## src/hw/sfd_regs.vh

```
// Constants for the serial flash dual-output read and byte/page program command block
//
// What this block does
// - Read data leaves two bits per clock, bit 7 on output pin, bit 6 aux.
// - Each data byte takes four clocks; address counter advances while clocks continue.
// - Reading past 7FFFFFh continues at 000000h without any extra delay.
// - Raising select at any moment ends the read and floats both data pins.
// - Program is opcode 02h, three address bytes, then data into page buffer.
// - Data running past the page end wraps to the start of that page.
// - Beyond 256 data bytes only the last 256 received are kept.
// - On select release buffered bytes are programmed; unsent page bytes stay FFh.
// - Programming is self-timed: page program time, or byte program time for one byte.
// - Abort if address or first data byte incomplete, or bits not byte aligned.
// - Protected or locked start address skips programming, back to idle on release.
// - Every program abort clears the write enable latch.
// - While programming, status shows busy; host should poll rather than wait.
// - Write enable latch clears before a successful program cycle ends.
// - Each programmed byte is verified; a mismatch sets the erase/program error flag.
`ifndef SFD_REGS_VH
`define SFD_REGS_VH

// Opcodes
`define SFD_OP_DUAL_READ 8'h3b
`define SFD_OP_PAGE_PROG 8'h02

// Array and page geometry
`define SFD_ERASED_BYTE  8'hff
`define SFD_ADDR_BYTES   2'h3
`define SFD_PAGE_BYTES   9'h100

// Timing: program times in 50 MHz system clock cycles, sized for the 20-bit timer
`define SFD_PP_CYCLES    20'hc350
`define SFD_BP_CYCLES    20'h0015e

`endif

```

## src/hw/sfd_flash_cmd.v

```verilog
// Serial flash command logic: dual-output array read and byte/page program
`include "sfd_regs.vh"
`default_nettype none

module sfd_flash_cmd #(
    parameter [19:0] PP_CYCLES = `SFD_PP_CYCLES
) (
    input  wire        CLK,
    input  wire        SRST,
    input  wire        CHIP_SEL_N,
    input  wire        SER_CLK,
    input  wire        SER_IN,
    output reg         SER_OUT,
    output reg         SER_OUT_OE,
    output reg         AUX_DATA_PIN_OUT,
    output reg         AUX_DATA_PIN_OE,
    input  wire        WRITE_ENABLE_LATCH,
    output reg         WRITE_ENABLE_LATCH_CLR,
    output reg         BUSY,
    output reg         ERASE_PROGRAM_ERROR_SET,
    output reg  [23:0] START_ADDRESS,
    input  wire        SECTOR_PROT,
    output reg  [22:0] ARRAY_ADDR,
    output reg         ARRAY_RD,
    input  wire [7:0]  ARRAY_RD_DATA,
    output reg         ARRAY_WR,
    output reg  [7:0]  ARRAY_WR_DATA
);

    localparam [19:0] BP_CYCLES = `SFD_BP_CYCLES;

    // Frame states
    localparam [2:0] F_CMD   = 3'h0;
    localparam [2:0] F_ADDR  = 3'h1;
    localparam [2:0] F_DUMMY = 3'h2;
    localparam [2:0] F_READ  = 3'h3;
    localparam [2:0] F_PROG  = 3'h4;
    localparam [2:0] F_SKIP  = 3'h5;

    // Program engine states
    localparam [2:0] P_IDLE   = 3'h0;
    localparam [2:0] P_SCAN   = 3'h1;
    localparam [2:0] P_RDBUF  = 3'h2;
    localparam [2:0] P_VERIFY = 3'h3;
    localparam [2:0] P_RDWAIT = 3'h4;
    localparam [2:0] P_CMP    = 3'h5;
    localparam [2:0] P_WAIT   = 3'h6;

    wire [2:0]   pin_s;
    wire         cs_n_s;
    wire         sck_s;
    wire         si_s;
    reg          sck_prev_q;
    reg          cs_prev_q;
    wire         sck_rise;
    wire         sck_fall;
    wire         cs_rise;
    reg  [2:0]   frame_q;
    reg  [2:0]   bit_q;
    reg  [6:0]   sh_q;
    reg  [1:0]   acnt_q;
    reg          is_read_q;
    wire         byte_done;
    wire [7:0]   full_byte;
    wire [23:0]  addr_full;
    reg  [8:0]   dcnt_q;
    reg  [255:0] vld_q;
    wire         buf_we;
    wire [7:0]   buf_waddr;
    wire [7:0]   buf_rdata;
    reg  [22:0]  rd_addr_q;
    reg          rd_pend_q;
    reg  [7:0]   nxt_q;
    reg  [7:0]   out_sh_q;
    reg  [1:0]   pair_q;
    wire         rd_issue_first;
    wire         rd_issue_next;
    reg  [2:0]   pst_q;
    reg  [8:0]   idx_q;
    reg  [19:0]  tmr_q;
    reg  [7:0]   wdat_q;
    wire         prog_ok;

    // Pin synchronisers
    sfd_sync #(
        .WIDTH (3)
    ) u_sync (
        .clk  (CLK),
        .srst (SRST),
        .din  ({CHIP_SEL_N, SER_CLK, SER_IN}),
        .dout (pin_s)
    );

    assign cs_n_s = pin_s[2];
    assign sck_s  = pin_s[1];
    assign si_s   = pin_s[0];

    // Serial clock and select edge detection
    always @(posedge CLK) begin
        if (SRST) begin
            sck_prev_q <= 1'b0;
            cs_prev_q  <= 1'b1;
        end else begin
            sck_prev_q <= sck_s;
            cs_prev_q  <= cs_n_s;
        end
    end

    assign sck_rise  = ~cs_n_s & sck_s & ~sck_prev_q;
    assign sck_fall  = ~cs_n_s & ~sck_s & sck_prev_q;
    assign cs_rise   = cs_n_s & ~cs_prev_q;
    assign byte_done = sck_rise & (bit_q == 3'h7);
    assign full_byte = {sh_q, si_s};
    assign addr_full = {START_ADDRESS[15:0], full_byte};

    // Command, address and dummy byte decoding
    always @(posedge CLK) begin
        if (SRST | cs_n_s) begin
            frame_q <= F_CMD;
            bit_q   <= 3'h0;
            sh_q    <= 7'h00;
            acnt_q  <= 2'h0;
        end else if (sck_rise) begin
            bit_q <= bit_q + 3'h1;
            sh_q  <= full_byte[6:0];
            if (byte_done) begin
                case (frame_q)
                    F_CMD: begin
                        if (BUSY) begin
                            frame_q <= F_SKIP;
                        end else if (full_byte == `SFD_OP_DUAL_READ) begin
                            frame_q <= F_ADDR;
                        end else if (full_byte == `SFD_OP_PAGE_PROG &&
                                     WRITE_ENABLE_LATCH) begin
                            frame_q <= F_ADDR;
                        end else begin
                            frame_q <= F_SKIP;
                        end
                    end
                    F_ADDR: begin
                        acnt_q <= acnt_q + 2'h1;
                        if (acnt_q == `SFD_ADDR_BYTES - 2'h1) begin
                            frame_q <= is_read_q ? F_DUMMY : F_PROG;
                        end
                    end
                    F_DUMMY: frame_q <= F_READ;
                    default: frame_q <= frame_q;
                endcase
            end
        end
    end

    // Command kind and start address, kept after select rises
    always @(posedge CLK) begin
        if (SRST) begin
            is_read_q     <= 1'b0;
            START_ADDRESS <= 24'h000000;
        end else if (byte_done && frame_q == F_CMD) begin
            is_read_q <= (full_byte == `SFD_OP_DUAL_READ);
        end else if (byte_done && frame_q == F_ADDR) begin
            START_ADDRESS <= addr_full;
        end
    end

    // Page buffer loading with in-page wrap
    assign buf_we    = byte_done & (frame_q == F_PROG);
    assign buf_waddr = START_ADDRESS[7:0] + dcnt_q[7:0];

    always @(posedge CLK) begin
        if (SRST) begin
            dcnt_q <= 9'h000;
            vld_q  <= 256'h0;
        end else if (byte_done && frame_q == F_ADDR && !is_read_q &&
                     acnt_q == `SFD_ADDR_BYTES - 2'h1) begin
            dcnt_q <= 9'h000;
            vld_q  <= 256'h0;
        end else if (buf_we) begin
            // Low byte keeps wrapping through the page; top bit remembers a full page
            dcnt_q <= {dcnt_q[8] | (dcnt_q[7:0] == 8'hff), dcnt_q[7:0] + 8'h01};
            vld_q[buf_waddr] <= 1'b1;
        end
    end

    sfd_page_buf u_buf (
        .clk   (CLK),
        .we    (buf_we),
        .waddr (buf_waddr),
        .wdata (full_byte),
        .raddr (idx_q[7:0]),
        .rdata (buf_rdata)
    );

    // Read prefetch requests: first at the dummy byte, then one per byte output
    assign rd_issue_first = byte_done & (frame_q == F_DUMMY);
    assign rd_issue_next  = sck_fall & (frame_q == F_READ) & (pair_q == 2'h0);

    always @(posedge CLK) begin
        if (SRST) begin
            rd_addr_q <= 23'h000000;
            rd_pend_q <= 1'b0;
            nxt_q     <= `SFD_ERASED_BYTE;
        end else begin
            rd_pend_q <= ARRAY_RD & (pst_q == P_IDLE);
            if (rd_issue_first) begin
                rd_addr_q <= START_ADDRESS[22:0] + 23'h000001;
            end else if (rd_issue_next) begin
                rd_addr_q <= rd_addr_q + 23'h000001;
            end
            if (rd_pend_q) begin
                nxt_q <= ARRAY_RD_DATA;
            end
        end
    end

    // Dual output shifter, updated after falling serial clock edges
    always @(posedge CLK) begin
        if (SRST | cs_n_s) begin
            SER_OUT_OE       <= 1'b0;
            AUX_DATA_PIN_OE  <= 1'b0;
            SER_OUT          <= 1'b0;
            AUX_DATA_PIN_OUT <= 1'b0;
            out_sh_q         <= 8'h00;
            pair_q           <= 2'h0;
        end else if (sck_fall && frame_q == F_READ) begin
            SER_OUT_OE      <= 1'b1;
            AUX_DATA_PIN_OE <= 1'b1;
            pair_q          <= pair_q + 2'h1;
            if (pair_q == 2'h0) begin
                SER_OUT          <= nxt_q[7];
                AUX_DATA_PIN_OUT <= nxt_q[6];
                out_sh_q         <= {nxt_q[5:0], 2'b00};
            end else begin
                SER_OUT          <= out_sh_q[7];
                AUX_DATA_PIN_OUT <= out_sh_q[6];
                out_sh_q         <= {out_sh_q[5:0], 2'b00};
            end
        end
    end

    // Program accepted only with full address, whole bytes and unprotected start
    assign prog_ok = (frame_q == F_PROG) && (dcnt_q != 9'h000) &&
                     (bit_q == 3'h0) && !SECTOR_PROT;

    // Self-timed program engine with per-byte verify
    always @(posedge CLK) begin
        if (SRST) begin
            pst_q                   <= P_IDLE;
            idx_q                   <= 9'h000;
            tmr_q                   <= 20'h00000;
            wdat_q                  <= 8'h00;
            BUSY                    <= 1'b0;
            WRITE_ENABLE_LATCH_CLR  <= 1'b0;
            ERASE_PROGRAM_ERROR_SET <= 1'b0;
            ARRAY_ADDR              <= 23'h000000;
            ARRAY_RD                <= 1'b0;
            ARRAY_WR                <= 1'b0;
            ARRAY_WR_DATA           <= 8'h00;
        end else begin
            WRITE_ENABLE_LATCH_CLR  <= 1'b0;
            ERASE_PROGRAM_ERROR_SET <= 1'b0;
            ARRAY_RD                <= 1'b0;
            ARRAY_WR                <= 1'b0;
            if (tmr_q != 20'h00000) begin
                tmr_q <= tmr_q - 20'h00001;
            end
            case (pst_q)
                P_IDLE: begin
                    if (rd_issue_first) begin
                        ARRAY_ADDR <= START_ADDRESS[22:0];
                        ARRAY_RD   <= 1'b1;
                    end else if (rd_issue_next) begin
                        ARRAY_ADDR <= rd_addr_q;
                        ARRAY_RD   <= 1'b1;
                    end
                    if (cs_rise && !is_read_q &&
                        (frame_q == F_ADDR || frame_q == F_PROG)) begin
                        WRITE_ENABLE_LATCH_CLR <= 1'b1;
                        if (prog_ok) begin
                            BUSY  <= 1'b1;
                            idx_q <= 9'h000;
                            pst_q <= P_SCAN;
                            tmr_q <= (dcnt_q == 9'h001) ? BP_CYCLES : PP_CYCLES;
                        end
                    end
                end
                P_SCAN: begin
                    if (idx_q == `SFD_PAGE_BYTES) begin
                        pst_q <= P_WAIT;
                    end else if (vld_q[idx_q[7:0]]) begin
                        pst_q <= P_RDBUF;
                    end else begin
                        idx_q <= idx_q + 9'h001;
                    end
                end
                P_RDBUF: begin
                    ARRAY_ADDR    <= {START_ADDRESS[22:8], idx_q[7:0]};
                    ARRAY_WR      <= 1'b1;
                    ARRAY_WR_DATA <= buf_rdata;
                    wdat_q        <= buf_rdata;
                    pst_q         <= P_VERIFY;
                end
                P_VERIFY: begin
                    ARRAY_RD <= 1'b1;
                    pst_q    <= P_RDWAIT;
                end
                P_RDWAIT: pst_q <= P_CMP;
                P_CMP: begin
                    if (ARRAY_RD_DATA != wdat_q) begin
                        ERASE_PROGRAM_ERROR_SET <= 1'b1;
                    end
                    idx_q <= idx_q + 9'h001;
                    pst_q <= P_SCAN;
                end
                P_WAIT: begin
                    if (tmr_q == 20'h00000) begin
                        BUSY  <= 1'b0;
                        pst_q <= P_IDLE;
                    end
                end
                default: pst_q <= P_IDLE;
            endcase
        end
    end

endmodule
`default_nettype wire

```

## src/hw/sfd_page_buf.v

```verilog
// Page buffer memory, 256 bytes, one write port and a registered read port
`default_nettype none

module sfd_page_buf (
    input  wire       clk,
    input  wire       we,
    input  wire [7:0] waddr,
    input  wire [7:0] wdata,
    input  wire [7:0] raddr,
    output reg  [7:0] rdata
);

    reg [7:0] mem [0:255];

    // Write and registered read
    always @(posedge clk) begin
        if (we) begin
            mem[waddr] <= wdata;
        end
        rdata <= mem[raddr];
    end

endmodule
`default_nettype wire

```

## src/hw/sfd_sync.v

```verilog
// Two-flop synchroniser for pins from outside the system clock domain
`default_nettype none

module sfd_sync #(
    parameter WIDTH = 1
) (
    input  wire             clk,
    input  wire             srst,
    input  wire [WIDTH-1:0] din,
    output reg  [WIDTH-1:0] dout
);

    reg [WIDTH-1:0] meta_q;

    // First stage feeds only the second stage
    always @(posedge clk) begin
        if (srst) begin
            meta_q <= {WIDTH{1'b1}};
            dout   <= {WIDTH{1'b1}};
        end else begin
            meta_q <= din;
            dout   <= meta_q;
        end
    end

endmodule
`default_nettype wire

```

## config.mk

```make
export PLATFORM = sky130hd
export DESIGN_NAME = sfd_flash_cmd
export DESIGN_NICKNAME = d
export VERILOG_FILES = /design/src/hw/sfd_flash_cmd.v /design/src/hw/sfd_page_buf.v /design/src/hw/sfd_sync.v
export VERILOG_INCLUDE_DIRS = /design/src /design/src/hw
export SDC_FILE = /design/constraint.sdc
export NUM_CORES = 2
export LEC_CHECK = 0
export BUFFER_PORTS_ARGS = -buffer_cell sky130_fd_sc_hd__buf_2
export CORE_MARGIN = 4
export CORE_UTILIZATION = 25
export CTS_BUF_LIST = sky130_fd_sc_hd__clkbuf_8
export CTS_CLUSTER_SIZE = 14
export DETAILED_ROUTE_END_ITERATION = 7
export PLACE_DENSITY_LB_ADDON = 0.2
export RECOVER_POWER = 100
export SLEW_MARGIN = 20
export SYNTH_ARGS = -nofsm -noshare
export SYNTH_HDL_FRONTEND = slang
export SYNTH_SLANG_ARGS = --single-unit
```

## constraint.sdc

```tcl
create_clock -name CLK -period 5.7 [get_ports CLK]
set_input_delay 1.14 -clock CLK [delete_from_list [all_inputs] [get_ports CLK]]
set_output_delay 1.14 -clock CLK [all_outputs]
set_load 0.005 [all_outputs]
```

Word-level counts from Yosys, hierarchy flattened
Memory sizes are Yosys's and may differ from the RTL's. A register that Yosys moved wholly into a read port is not among the register bits.
Index checks and enable logic that the tools add are counted.
{ "word_totals": {"ram_bits": 2048, "register_bits": 426, "mem_count": 1} }
{ "op_classes": {"eq_ne": 26, "muxes": 46, "reduce_logical": 37, "bitwise": 21, "add_sub_neg": 9, "n_lt_le_gt_ge": 3} }
{ "memory_table": {"columns": ["memory", "words", "word_bits", "read_ports", "rd_clocked_by_memory_dff", "wr", "line", "rtl"], "rows": [
  ["u_buf.mem", 256, 8, 1, 1, 1, "sfd_page_buf.v:13", "reg [7:0] mem [0:255];"]
]} }
{ "ops": {"columns": ["op", "count"], "rows": [
  ["256-bit OR", 1],
  ["23-bit two-way mux", 4],
  ["20-bit two-way mux", 4],
  ["23-bit by 1-bit adder with 23-bit output (second input constant)", 2],
  ["23-bit case mux with 2 select lines", 1],
  ["9-bit two-way mux", 4],
  ["3-bit two-way mux", 10],
  ["9-bit case mux with 3 select lines", 1],
  ["3-bit case mux with 7 select lines", 1],
  ["20-bit zero test", 1],
  ["20-bit nonzero test", 1],
  ["20-bit by 1-bit subtractor with 20-bit output (second input constant)", 1],
  ["8-bit by 9-bit less-than comparator with 1-bit output (second input constant)", 2],
  ["16-bit two-way mux", 1],
  ["3-bit == test (second input constant)", 5],
  ["1-bit two-way mux", 14],
  ["3-bit by 2-bit == test with 1-bit output (second input constant)", 4],
  ["1-bit logical AND", 12],
  ["4-bit AND reduction", 3],
  ["1-bit AND", 11],
  ["2-bit != test (second input constant)", 5],
  ["9-bit by 1-bit adder with 9-bit output (second input constant)", 1],
  ["9-bit by 1-bit == test with 1-bit output (second input constant)", 1],
  ["9-bit == test (second input constant)", 1],
  ["31 further kinds", 51]
]} }

Logic depth before layout (Yosys ltp)
{ "logic_depth": {"word_depth": 8, "ltp_mapped": 16, "depth_no_buf": 13} }

Hierarchy
From an unflattened synthesis, not the netlist that was laid out.
{ "unflattened": {"hier_cells": 5882, "hier_area_um2": 98582.0} }
{ "modules_own_cells": {"columns": ["mod", "instances", "seq_area_each_um2", "cells_each", "area_per_inst_um2"], "rows": [
  ["sfd_page_buf", 1, 61659.1, 3733, 79556.3],
  ["sfd_flash_cmd", 1, 8368.0, 2137, 18868.1],
  ["sfd_sync", 1, 120.1, 12, 157.7]
]} }

Worst setup path before layout
Ideal clock, no wire load.
{ "synth_timing": {"kind": "register -> register", "start": "register sh_q[0]", "end": "register frame_q[2]", "t_arrival_ns": 4.738, "setup_ns": 0.127, "synth_period_minus_slack_ns": 4.865, "path_stages_with_launch": 5, "path_slack_ns": 0.835, "cell_sequence": "dfxtp_1 or4b_2 a2111o_1 a31oi_1 nor2_1"} }
{ "synth_between": {"elab_chain_len": 6} }
{ "synth_lines": {"columns": ["item", "line", "rtl"], "rows": [
  ["from (decl)", "sfd_flash_cmd.v:60", "reg [6:0] sh_q;"],
  ["from (signal assigned)", "sfd_flash_cmd.v:125", "sh_q <= full_byte[6:0];"],
  ["8-bit by 2-bit == test with 1-bit output (no source line)", null, null],
  ["1-bit logical AND", "sfd_flash_cmd.v:133", "end else if (full_byte == `SFD_OP_PAGE_PROG &&"],
  ["3-bit two-way mux", "sfd_flash_cmd.v:133", null],
  ["3-bit two-way mux *", "sfd_flash_cmd.v:131", "end else if (full_byte == `SFD_OP_DUAL_READ) begin"],
  ["3-bit two-way mux *", "sfd_flash_cmd.v:129", "if (BUSY) begin"],
  ["3-bit case mux with 3 select lines *", "sfd_flash_cmd.v:127", "case (frame_q)"],
  ["to (signal assigned)", "sfd_flash_cmd.v:143", "frame_q <= is_read_q ? F_DUMMY : F_PROG;"],
  ["to (signal assigned)", "sfd_flash_cmd.v:147", "default: frame_q <= frame_q;"],
  ["to (decl)", "sfd_flash_cmd.v:58", "reg [2:0] frame_q;"]
]} }
Every way passes the cells marked *; elsewhere a longest branch is shown, timed or not.
A chain may end at the register's enable or synchronous reset.

Worst setup path after layout
{ "layout_timing": {"start": "register START_ADDRESS[1]", "end": "memory u_buf.mem[249][4] (enable)"} }
{ "layout_between": {"elab_chain_len": 1} }
{ "layout_lines": {"columns": ["item", "line", "rtl"], "rows": [
  ["from (decl)", "sfd_flash_cmd.v:21", "output reg [23:0] START_ADDRESS,"],
  ["from (signal assigned)", "sfd_flash_cmd.v:161", "START_ADDRESS <= addr_full;"],
  ["8-bit adder", "sfd_flash_cmd.v:167", "assign buf_waddr = START_ADDRESS[7:0] + dcnt_q[7:0];"],
  ["to (decl)", "sfd_page_buf.v:13", null]
]} }
No other way between the ends.

==> impl_metrics.env <==
export IMPL_outcome="complete, but fails checks"
export IMPL_failed_checks="capacitance limit, slew limit"
export IMPL_clock_root_buffer="clkbuf_8"
export IMPL_setup_viol=0
export IMPL_instances_no_fill=11300
export IMPL_cts_buffers=423
export IMPL_power_density_mw_per_mm2=323
export IMPL_syn_inst=5421
export IMPL_path_class="flip-flop to flip-flop"
export IMPL_coreArea_sq_mm=0.393
export IMPL_crit_path_start="START_ADDRESS[1]"
export IMPL_reg2reg_setup_slack_ps=520
export IMPL_syn_area_sq_mm=0.0989
export IMPL_fin_tns_setup_ps=0
export IMPL_slew_violations=1732
export IMPL_grt_use_met3=0.0240
export IMPL_synth_cell_types=70
export IMPL_yosysSeqAreaShare=0.709
export IMPL_cts_hold_buf=0
export IMPL_first_pass_iters=7
export IMPL_hold_viol=0
export IMPL_antenna_found_initial=20
export IMPL_ios=79
export IMPL_ys_ff_latch=2480
export IMPL_routed_wl_um=311000
export IMPL_hpwlAfterDp_um=186000
export IMPL_hp_start="SER_IN"
export IMPL_ys_flop_type="edfxtp_1"
export IMPL_start_util=0.252
export IMPL_drt_first_iter_violations=5261
export IMPL_dp_cells=10600
export IMPL_cp_required_ps=6390
export IMPL_cts_resized=0
export IMPL_peakVddDrop_mv=0.181
export IMPL_clockBufferDepth=4
export IMPL_synth_nets=5457
export IMPL_grt_pass1_vias=56100
export IMPL_multiInputGateArea_sq_mm=0.0275
export IMPL_fin_crit_ps=5180
export IMPL_std_cell_rows=230
export IMPL_clk_insertion_delay_late_ps=1090
export IMPL_die_w_um=637
export IMPL_drv_cap=72
export IMPL_dieHeight_um=637
export IMPL_rsz0062_at_grt="no"
export IMPL_power_total_uw=37000
export IMPL_wl_per_cell_um=27.5
export IMPL_grt_overflow=0
export IMPL_startpoint_type="flip-flop"
export IMPL_clock_skew_ps=67.7
export IMPL_finalCritPeriodShare=0.909
export IMPL_hold_class="primary input to flip-flop"
export IMPL_use_met1=0.210
export IMPL_ys_warn_count=0
export IMPL_drive_gt1_frac=0.264
export IMPL_whs_path_depth=2
export IMPL_area_growth_pct=15.9
export IMPL_nNetsFinal=5794
export IMPL_cts_tree="done"
export IMPL_clkTransAtPathRegs_ps=60
export IMPL_ant_nets=0
export IMPL_tightestPinTransition_ps=3540
export IMPL_post_cts_setup_buffers=0
export IMPL_busiest_layer="met2"
export IMPL_gp_congestion=0.762
export IMPL_num_vias=54600
export IMPL_seqCellArea_sq_mm=0.0702
export IMPL_synth_edff_count=2048
export IMPL_portBuffers=78
export IMPL_worstReg2RegEnd="u_buf.mem[249][4]"
export IMPL_max_slew_margin=-1.36
export IMPL_fillers=38900
export IMPL_worstReg2RegStart="START_ADDRESS[1]"
export IMPL_grt_util_all_layers=0.149
export IMPL_async_flop_share=0
export IMPL_cts_htree_levels=5
export IMPL_worstHoldEndpoint="u_sync.meta_q[0]"
export IMPL_dieArea_sq_mm=0.406
export IMPL_path_max_fanout=23
export IMPL_p_leak_uw=0.0311
export IMPL_syn_avg_cell_area_sq_um=18.2
export IMPL_reg2reg_depth=11
export IMPL_critPathArrivalTime_ps=5880
export IMPL_grt_max_degree=147
export IMPL_fmax_mhz=193
export IMPL_final_cell_mix="edfxtp_1, mux4_2, nand2_1"
export IMPL_met2_usage=0.239
export IMPL_drc_errors=0
export IMPL_critPathCaptureType="flip-flop"
export IMPL_layout_commonest_cell="edfxtp_1"
export IMPL_cts_sinks=2480
export IMPL_via_per_inst=4.82
export IMPL_grt_pass1_wl_um=440000
-- stage by stage --
stage          hold WS [ps]  utilization  instance area [sq um]  setup WS (ps)
2_1_floorplan           389            -                  98900            835
3_3_place_gp            400        0.274                 108000           1010
3_5_place_dp            399        0.275                 108000            944
4_1_cts                 125        0.295                 116000            929
5_1_grt                 212        0.292                 115000            365
6_report                275        0.292                 115000            518
-- logic make-up (layout without fill, tap and decap cells) --
group | count (synthesis) | in the layout | share of synthesized area
buf+inv | 455 | 1132 | 0.0208
flops | 2480 | 2480 | 0.709
simple gates | 1089 | 1089 | 0.0528
fa+ha+maj | 21 | 21 | 0.00273
compound gates | 515 | 515 | 0.0367
mux | 794 | 794 | 0.172
other cells | 0 | 5 | 0
xor+xnor | 67 | 67 | 0.00593
-- area by class of cell --
cell class                 count  area share
timing repair buffer         336      0.0197
clock inverter               310      0.0154
clock buffer                 455      0.0546
inverter                      31     0.00108
multi-input combinational   2486       0.240
tap                         5220      0.0570
sequential                  2480       0.612
antenna                        5    0.000109
-- Yosys cell counts (5+ instances only) --
library cell / instances / area (sq um)
edfxtp_1: 2048 / 61500
mux4_2: 721 / 16200
nand2_1: 477 / 1790
dfxtp_1: 432 / 8650
nor4_1: 272 / 1700
clkbuf_1: 268 / 1010
o31ai_1: 266 / 2000
nor2_1: 138 / 518
buf_2: 89 / 445
a21oi_1: 86 / 430
nand3_1: 73 / 365
mux2i_1: 64 / 641
o21ai_0: 35 / 175
xnor2_1: 34 / 298
xor2_1: 33 / 289
a211oi_1: 28 / 210
inv_1: 27 / 101
buf_4: 25 / 188
nor3_1: 24 / 120
buf_1: 23 / 86.3
and3_1: 21 / 131
ha_1: 20 / 250
a31oi_1: 18 / 113
buf_6: 17 / 191
nand4_1: 15 / 93.8
o211ai_1: 12 / 90.1
nand2b_1: 11 / 68.8
or3_1: 11 / 68.8
nor2b_1: 10 / 62.6
a221oi_1: 9 / 78.8
mux2_2: 9 / 101
or2_2: 9 / 56.3
nor3b_1: 7 / 52.6
o22ai_1: 7 / 43.8
a222oi_1: 6 / 60.1
o221a_2: 6 / 67.6
a22oi_1: 5 / 37.5
a32oi_1: 5 / 43.8
a41oi_1: 5 / 43.8
-- critical path: stages, from the launching register on --
cell and delay [ps]:
dfxtp_1 440, ha_1 270, a21o_1 190, a21oi_1 370
o21bai_1 160, a21oi_1 370, o21bai_1 100, a21oi_1 290
xnor2_1 390, buf_4 410, clkbuf_2 370, nor4_1 1390
-- worst max-delay path by stage --
| stage | endpoint | slack, ps | depth (start not counted) |
|---|---|---|---|
| after CTS | u_buf.mem[216][1] | 930 | 12 |
| after floorplan | frame_q[2] | 830 | 4 |
| final | u_buf.mem[249][4] | 520 | 11 |
| after global placement | u_buf.mem[229][1] | 1010 | 10 |
| after detailed placement | u_buf.mem[248][1] | 940 | 12 |
| after global routing | u_buf.mem[220][6] | 360 | 12 |
-- flip-flops by register name, summed over array words and instances, names as in the netlist, 6 cells and up --
| name | cells |
|---|---|
| tmr_q | 20 |
| dcnt_q | 9 |
| out_sh_q | 6 |
| u_buf.rdata | 8 |
| rd_addr_q | 23 |
| vld_q | 256 |
| wdat_q | 8 |
| idx_q | 9 |
| nxt_q | 8 |
| u_buf.mem | 2048 |
| sh_q | 7 |
| ARRAY_ADDR | 23 |
| START_ADDRESS | 24 |
-- where the power goes --
part / internal, uW / total (uW) / switching (uW) / leakage [uW]
Sequential: 19400 / 19500 / 102 / 0.0196
Combinational: 946 / 2030 / 1080 / 0.00696
Clock: 7940 / 15500 / 7520 / 0.00463
Total: 28300 / 37000 / 8700 / 0.0311
-- metal layers --
| metal | vias up | wire length [um] |
|---|---|---|
| met2 | 1862 | 147000 |
| met4 | 0 | 7840 |
| met5 | - | 0 |
| met3 | 447 | 17800 |
| met1 | 29300 | 139000 |
| li1 | 23000 | - |
(Power assumes the default switching activity.)
